<file path="src/ssppl_pkg.sv">
// Constants shared by the shared serial port pin logic.
package ssppl_pkg;

	localparam int         LINE_COUNT           = 6;
	localparam int         RX_LINE              = 0;
	localparam int         TX_LINE              = 1;
	localparam int         ADDR_WIDTH           = 8;

	////////////////////////////////////////////////////////////////////////////////
	localparam logic [7:0] DATA_OFFSET          = 8'h00;
	localparam logic [7:0] DIR_OFFSET           = 8'h04;
	localparam logic [7:0] CTRL_OFFSET          = 8'h08;
	localparam logic [7:0] STATUS_OFFSET        = 8'h0c;

	////////////////////////////////////////////////////////////////////////////////
	localparam int         CTRL_WIRED_OR_BIT    = 0;
	localparam int         CTRL_RX_ON_BIT       = 1;
	localparam int         CTRL_TX_ON_BIT       = 2;
	localparam int         STATUS_RX_ACTIVE_BIT = 0;
	localparam int         STATUS_TX_ACTIVE_BIT = 1;
	localparam int         STATUS_PIN_LSB       = 8;

	////////////////////////////////////////////////////////////////////////////////
	localparam logic [5:0] DIR_RESET            = 6'h00;
	localparam logic [5:0] DATA_RESET           = 6'h00;
	localparam logic [2:0] CTRL_RESET           = 3'h0;

endpackage : ssppl_pkg

</file>
<file path="src/ssppl_line_if.sv">
// Carrier between the register side and the pin drivers.
`timescale 1ns/1ns
interface ssppl_line_if #(
	parameter int N = 6
);
	logic [N-1:0] direction_bits;
	logic [N-1:0] out_latch;
	logic         wired_or_select;
	logic         receiver_active;
	logic         transmitter_active;
	logic         serial_tx_bit;
	logic [N-1:0] pad_out;
	logic [N-1:0] pad_oe_n;

	modport ctrl (
		output direction_bits,
		output out_latch,
		output wired_or_select,
		output receiver_active,
		output transmitter_active,
		output serial_tx_bit,
		input  pad_out,
		input  pad_oe_n
	);

	modport drv (
		input  direction_bits,
		input  out_latch,
		input  wired_or_select,
		input  receiver_active,
		input  transmitter_active,
		input  serial_tx_bit,
		output pad_out,
		output pad_oe_n
	);
endinterface : ssppl_line_if

</file>
<file path="src/ssppl_line_drive.sv">
// Registered output drivers for each port line.
`timescale 1ns/1ns
module ssppl_line_drive #(
	parameter int N = 6
) (
	// Clock and reset.
	input  wire logic clk,
	input  wire logic rst_n,
	// Line controls and pad drive.
	ssppl_line_if.drv lines
);
	for (genvar i = 0; i < N; i++) begin : g_line
		logic next_enable;
		logic next_value;

		always_comb begin
			next_value  = lines.out_latch[i];
			next_enable = lines.direction_bits[i];
			if (i == ssppl_pkg::RX_LINE) begin
				next_enable = lines.direction_bits[i] && !lines.receiver_active;
			end else if (i == ssppl_pkg::TX_LINE) begin
				next_enable = lines.direction_bits[i] || lines.transmitter_active;
				if (lines.transmitter_active) begin
					next_value = lines.serial_tx_bit;
				end
			end
			// Open-drain lines let the external pullup supply a high level.
			if (lines.wired_or_select && next_value) begin
				next_enable = 1'b0;
			end
		end

		always_ff @(posedge clk) begin
			if (!rst_n) begin
				lines.pad_out[i]  <= 1'b0;
				lines.pad_oe_n[i] <= 1'b1;
			end else begin
				lines.pad_out[i]  <= next_value;
				lines.pad_oe_n[i] <= !next_enable;
			end
		end
	end
endmodule : ssppl_line_drive

</file>
<file path="src/ssppl_pin_sync.sv">
// Two-stage synchroniser for the port pin levels.
`timescale 1ns/1ns
module ssppl_pin_sync #(
	parameter int W = 6
) (
	// Clock and reset.
	input  wire logic         clk,
	input  wire logic         rst_n,
	// Levels.
	input  wire logic [W-1:0] async_in,
	output logic      [W-1:0] sync_out
);
	logic [W-1:0] stage_one;

	// The first stage feeds only the second, never any logic.
	for (genvar i = 0; i < W; i++) begin : g_bit
		always_ff @(posedge clk) begin
			if (!rst_n) begin
				stage_one[i] <= 1'b0;
				sync_out[i]  <= 1'b0;
			end else begin
				stage_one[i] <= async_in[i];
				sync_out[i]  <= stage_one[i];
			end
		end
	end
endmodule : ssppl_pin_sync

</file>
<file path="src/ssppl_port.sv">
// Six-line port with receive and transmit lines shared with the serial unit.
`timescale 1ns/1ns
module ssppl_port #(
	parameter int N = ssppl_pkg::LINE_COUNT
) (
	// Clock and reset.
	input  wire logic        clk,
	input  wire logic        rst_n,
	// Register bus.
	input  wire logic        psel,
	input  wire logic        penable,
	input  wire logic        pwrite,
	input  wire logic [7:0]  paddr,
	input  wire logic [31:0] pwdata,
	output logic             pready,
	output logic      [31:0] prdata,
	output logic             pslverr,
	// Pins.
	input  wire logic [N-1:0] pad_in,
	output logic      [N-1:0] pad_out,
	output logic      [N-1:0] pad_oe_n,
	// Serial unit.
	input  wire logic        serial_tx_bit,
	input  wire logic        tx_shift_busy,
	output logic             rx_pin_level,
	output logic             receiver_active,
	output logic             transmitter_active
);
	logic [N-1:0] direction_bits;
	logic [N-1:0] out_latch;
	logic         wired_or_select;
	logic         rx_on_control;
	logic         tx_on_control;
	logic [N-1:0] pin_sync;
	logic         setup_phase;
	logic         bus_write;
	logic [31:0]  next_rdata;
	logic         next_err;

	ssppl_line_if #(.N(N)) lines ();

	////////////////////////////////////////////////////////////////////////////////
	// Pin sampling and drive.

	ssppl_pin_sync #(.W(N)) u_sync (
		.clk      (clk),
		.rst_n    (rst_n),
		.async_in (pad_in),
		.sync_out (pin_sync)
	);

	ssppl_line_drive #(.N(N)) u_drive (
		.clk   (clk),
		.rst_n (rst_n),
		.lines (lines.drv)
	);

	assign lines.direction_bits     = direction_bits;
	assign lines.out_latch          = out_latch;
	assign lines.wired_or_select    = wired_or_select;
	assign lines.receiver_active    = receiver_active;
	assign lines.transmitter_active = transmitter_active;
	assign lines.serial_tx_bit      = serial_tx_bit;
	assign pad_out                  = lines.pad_out;
	assign pad_oe_n                 = lines.pad_oe_n;

	// The receiver sees the pin whatever the direction bit says.
	assign rx_pin_level = pin_sync[ssppl_pkg::RX_LINE];

	////////////////////////////////////////////////////////////////////////////////
	// Bus decode.

	// Read data is captured at the setup edge, so the bus never needs a wait state.
	assign setup_phase = psel && !penable;
	assign bus_write   = psel && penable && pready && pwrite && !pslverr;

	always_comb begin
		next_rdata = 32'h00000000;
		next_err   = 1'b0;
		if (paddr == ssppl_pkg::DATA_OFFSET) begin
			// A line with its direction bit set reads its latch so a wired-OR low cannot corrupt it.
			next_rdata[N-1:0] = (direction_bits & out_latch)
				| (~direction_bits & pin_sync);
		end else if (paddr == ssppl_pkg::DIR_OFFSET) begin
			next_rdata[N-1:0] = direction_bits;
		end else if (paddr == ssppl_pkg::CTRL_OFFSET) begin
			next_rdata[ssppl_pkg::CTRL_WIRED_OR_BIT] = wired_or_select;
			next_rdata[ssppl_pkg::CTRL_RX_ON_BIT]    = rx_on_control;
			next_rdata[ssppl_pkg::CTRL_TX_ON_BIT]    = tx_on_control;
		end else if (paddr == ssppl_pkg::STATUS_OFFSET) begin
			next_rdata[ssppl_pkg::STATUS_RX_ACTIVE_BIT] = receiver_active;
			next_rdata[ssppl_pkg::STATUS_TX_ACTIVE_BIT] = transmitter_active;
			next_rdata[ssppl_pkg::STATUS_PIN_LSB +: N]  = pin_sync;
		end else begin
			next_err = 1'b1;
		end
	end

	// Every transfer completes in its first access cycle.
	always_ff @(posedge clk) begin
		if (!rst_n) begin
			pready  <= 1'b0;
			prdata  <= 32'h00000000;
			pslverr <= 1'b0;
		end else if (setup_phase) begin
			pready  <= 1'b1;
			prdata  <= pwrite ? 32'h00000000 : next_rdata;
			pslverr <= next_err;
		end else begin
			pready  <= 1'b0;
			pslverr <= 1'b0;
		end
	end

	////////////////////////////////////////////////////////////////////////////////
	// Port registers.

	always_ff @(posedge clk) begin
		if (!rst_n) begin
			direction_bits <= ssppl_pkg::DIR_RESET;
		end else if (bus_write && paddr == ssppl_pkg::DIR_OFFSET) begin
			direction_bits <= pwdata[N-1:0];
		end
	end

	always_ff @(posedge clk) begin
		if (!rst_n) begin
			out_latch <= ssppl_pkg::DATA_RESET;
		end else if (bus_write && paddr == ssppl_pkg::DATA_OFFSET) begin
			out_latch <= pwdata[N-1:0];
		end
	end

	always_ff @(posedge clk) begin
		if (!rst_n) begin
			wired_or_select <= ssppl_pkg::CTRL_RESET[ssppl_pkg::CTRL_WIRED_OR_BIT];
			rx_on_control   <= ssppl_pkg::CTRL_RESET[ssppl_pkg::CTRL_RX_ON_BIT];
			tx_on_control   <= ssppl_pkg::CTRL_RESET[ssppl_pkg::CTRL_TX_ON_BIT];
		end else if (bus_write && paddr == ssppl_pkg::CTRL_OFFSET) begin
			wired_or_select <= pwdata[ssppl_pkg::CTRL_WIRED_OR_BIT];
			rx_on_control   <= pwdata[ssppl_pkg::CTRL_RX_ON_BIT];
			tx_on_control   <= pwdata[ssppl_pkg::CTRL_TX_ON_BIT];
		end
	end

	////////////////////////////////////////////////////////////////////////////////
	// Serial takeover.

	// Clearing the transmit enable mid-character must not cut the character short.
	always_ff @(posedge clk) begin
		if (!rst_n) begin
			receiver_active    <= 1'b0;
			transmitter_active <= 1'b0;
		end else begin
			receiver_active    <= rx_on_control;
			transmitter_active <= tx_on_control || tx_shift_busy;
		end
	end
endmodule : ssppl_port

</file>
<file path="config.mk">
export PLATFORM = sky130hd
export DESIGN_NAME = ssppl_port
export DESIGN_NICKNAME = d
export VERILOG_FILES = /design/src/ssppl_pkg.sv /design/src/ssppl_line_if.sv /design/src/ssppl_line_drive.sv /design/src/ssppl_pin_sync.sv /design/src/ssppl_port.sv
export SDC_FILE = /design/constraint.sdc
export NUM_CORES = 1
export LEC_CHECK = 0
export BUFFER_PORTS_ARGS = -buffer_cell sky130_fd_sc_hd__buf_4
export CORE_ASPECT_RATIO = 0.75
export CORE_UTILIZATION = 28
export CTS_CLUSTER_SIZE = 28
export DETAILED_ROUTE_END_ITERATION = 8
export SLEW_MARGIN = 20
export SYNTH_ARGS = -nofsm -noshare
export SYNTH_HDL_FRONTEND = slang
export SYNTH_SLANG_ARGS = --single-unit
</file>
<file path="constraint.sdc">
create_clock -name clk -period 2.6 [get_ports clk]
set_input_delay 0.26 -clock clk [delete_from_list [all_inputs] [get_ports clk]]
set_output_delay 0.26 -clock clk [all_outputs]
set_load 0.01 [all_outputs]
</file>
==> summary.md <==
| Metric | Value |
|---|---|
| Outcome | `finished, final reports clean` |
| Initial drt markers | `38` |
| Num rows | `27` |
| Maxcap violations | `0` |
| GRT Overall Usage | `0.1180` |
| Max clock buf depth | `2` |
| Number of buffers and inverters on the critical path | `1` |
| CP top delay family | `simple AND/OR/NAND/NOR gates` |
| DRC viols | `0` |
| Yosys warns | `0` |
| Delay of the slowest critical-path stage | `0.57 ns` |
| Final Hold Fails | `0` |
| Crit path kind | `in2reg` |
| Clk Latency, worst-skew pair | `0.30 ns` |
| Post-CTS Hold Fix Bufs | `0` |
| Required time of the critical path | `2.83 ns` |
| Vias in the first global route | `1483` |
| Cts repair resizes | `0` |
| Setup TNS | `0 ns` |
| Worst VDD drop | `0.0002529 V` |
| Crit-path cells | `buf_4 -> or4_4 -> or4_4 -> nor3_4 -> mux2i_1` |
| Final setup viols | `0` |
| Max H-tree Level | `2` |
| Dominant cells by area after synthesis | `dfxtp_1, buf_4, mux2i_1` |
| RSZ-0062 raised after global routing | `no` |
| CTS clock-pin slew for the worst setup and hold paths | `0.09 ns` |
| Final core occ | `0.3624` |
| HP Class | `in2reg` |
| Starting density of the core | `0.2893` |
| Worst setup margin | `0.6889 ns` |
| Leading register cell type out of synthesis | `dfxtp_1` |
| Post-synthesis register bit count | `55` |
| Post-synth EDFFs | `0` |
| Crit end category | `flop` |
| Sw frac | `0.2234` |
| Max FO, Critical Path | `6` |
| Cell taking the most area after synthesis | `dfxtp_1` |
| DR vias/cell | `4.247` |
| Drt total wl | `4.540 mm` |
| Internal Power | `1.141 mW` |
| Initial antenna violation count | `0` |
| CTS tree | `done` |
| Top-count cell post-synth | `dfxtp_1` |
| Power Dens Cells | `550.5 mW/mm^2` |
| Combinational power share | `0.069` |
| Seq. cell area | `0.001101 mm^2` |
| Post-Synthesis Cells | `214` |
| Commonest cells post-synth | `dfxtp_1, nand2_1, buf_4, mux2i_1, and2_1` |
| Die Ht | `77.55 um` |
| Final Max Slew Viols | `0` |
| FMAX | `523.2 MHz` |
| Synthesized cell area | `0.002131 mm^2` |
| First-pass GRT wire length | `7.120 mm` |
| Slew @ Worst Pin | `0.5891 ns` |
| Netlist cell types | `29` |
| N_diodes | `0` |
| Slew headroom | `0.6073` |
| Slowest-stage cell, CP | `or4_4` |
| Final min period | `1.911 ns` |
| Die Area | `0.007967 mm^2` |
| Detail Placement HPWL | `3.332 mm` |
| # IOs | `102` |
| Routability congestion estimate | `0.7163` |
| Avg Cell Area, Syn | `9.957 um^2` |
| Worst setup SP type | `input port` |
| DIE WIDTH | `102.7 um` |
| Setup Slack @ Placement | `0.3793 ns` |
| Sequential element share of the synthesized area | `0.5167` |
| Leak | `1.140 nW` |
| Arrival time at the worst endpoint | `2.14 ns` |
| Antenna viol nets, final | `0` |
| CTS Buf Count | `5` |
| CTS Root Cell | `clkbuf_8` |
| Most common cell on crit path | `or4_4` |
| Largest net degree at the start of global routing | `42` |
| Final setup skew | `0.005344 ns` |
| Fill cell count | `764` |
| P_sw | `328.2 uW` |
| Finished Cell Area | `0.002669 mm^2` |
| Synth-to-Final Area Change | `25.25%` |
| Asr flop ratio synth | `0` |
| Clk pwr share | `0.347` |
| DRT Pass-1 Iters | `5` |
| Post-CTS setup buffer count | `0` |
| Footprint of the multi-input gates | `883.3 um^2` |
| Wire per inst | `12.30 um` |
| Placed cell area | `0.002565 mm^2` |
| Core Area | `0.007365 mm^2` |
| Routed vias | `1567` |
| Layout cell share with drive strength beyond 1 | `0.2873` |
| Number of nets in the layout | `320` |
| Yosys top cell area share | `0.5167` |
| Port Buffers | `55` |
| Flop pwr share | `0.585` |
| Clock sink total | `55` |
| GR Overflow Total | `0` |
| Tcrit/Tclk final | `0.7351` |
-- layout make-up --
class | count | area share
flip-flops and latches | 55 | 0.4126
multi-input cells | 140 | 0.3310
repair buffers | 56 | 0.1575
well taps | 101 | 0.04735
clock buffers | 7 | 0.03610
inverters | 9 | 0.01266
clock inverters | 1 | 0.002813
-- placed cells by master, fill, tap and decap left out, types with 3 or more instances in the layout --
| cell | n |
|---|---|
| and2_1 | 13 |
| conb_1 | 20 |
| dfxtp_1 | 55 |
| a21o_1 | 4 |
| clkbuf_8 | 7 |
| a21oi_1 | 4 |
| buf_4 | 56 |
| nor2_1 | 11 |
| mux2_2 | 3 |
| mux2i_1 | 15 |
| nand4b_1 | 3 |
| nand3_1 | 4 |
| a22oi_1 | 6 |
| nand2_1 | 27 |
| inv_1 | 9 |
| nand2b_1 | 4 |
| o21ai_0 | 9 |
-- layer usage --
layer	GRT usage	part of all wire	wire (um)	up-vias
li1	-	-	-	776
met5	0	0	0	-
met1	0.1547	0.48	2160	739
met4	0.03239	0.0066	30	0
met2	0.1887	0.46	2082	47
met3	0.03333	0.059	266	5
-- power groups by stage --
stage | combinational [mW] | clock, mW | sequential, mW
after floorplan | 0.0760 | 0 | 0.879
after global placement | 0.0996 | 0 | 0.879
after detailed placement | 0.101 | 0 | 0.879
after CTS | 0.102 | 0.527 | 0.859
after global routing | 0.112 | 0.556 | 0.861
final | 0.101 | 0.509 | 0.859
-- logic make-up after synthesis --
group | synth area share
flops | 0.5167
compound gates | 0.07634
mux | 0.1075
other cells | 0.001760
simple gates | 0.1955
buf+inv | 0.1022
-- path summary, 6_finish.rpt --
kind | end | depth (start not counted) | from | slack, ns
max | direction_bits[5]$_SDFFE_PN0P_ | 5 | paddr[7] | 0.69
min | u_sync.stage_one[3]$_SDFF_PN0_ | 2 | pad_in[3] | 0.16
max reg2reg | direction_bits[5]$_SDFFE_PN0P_ | 4 | pready$_SDFF_PN0_ | 0.91
min reg2reg | u_sync.sync_out[3]$_SDFF_PN0_ | 1 | u_sync.stage_one[3]$_SDFF_PN0_ | 0.44
-- sequential cells by signal (all words and copies together) (netlist names) --
signal	flops
tx_on_control	1
u_drive.lines.pad_oe_n	6
u_sync.stage_one	6
u_sync.sync_out	6
lines.out_latch	6
receiver_active	1
pready	1
u_drive.lines.pad_out	6
prdata	12
rx_on_control	1
lines.wired_or_select	1
direction_bits	6
transmitter_active	1
pslverr	1
-- per-stage QoR --
stage                     cells  hold slack (ns)  power, mW
after floorplan             233           0.3758     0.9546
after global placement      361           0.4156     0.9787
after detailed placement    361           0.4190     0.9804
after CTS                   369           0.1472      1.488
after global routing        369           0.1482      1.528
final                       369           0.1579      1.469
(Power assumes the default switching activity.)
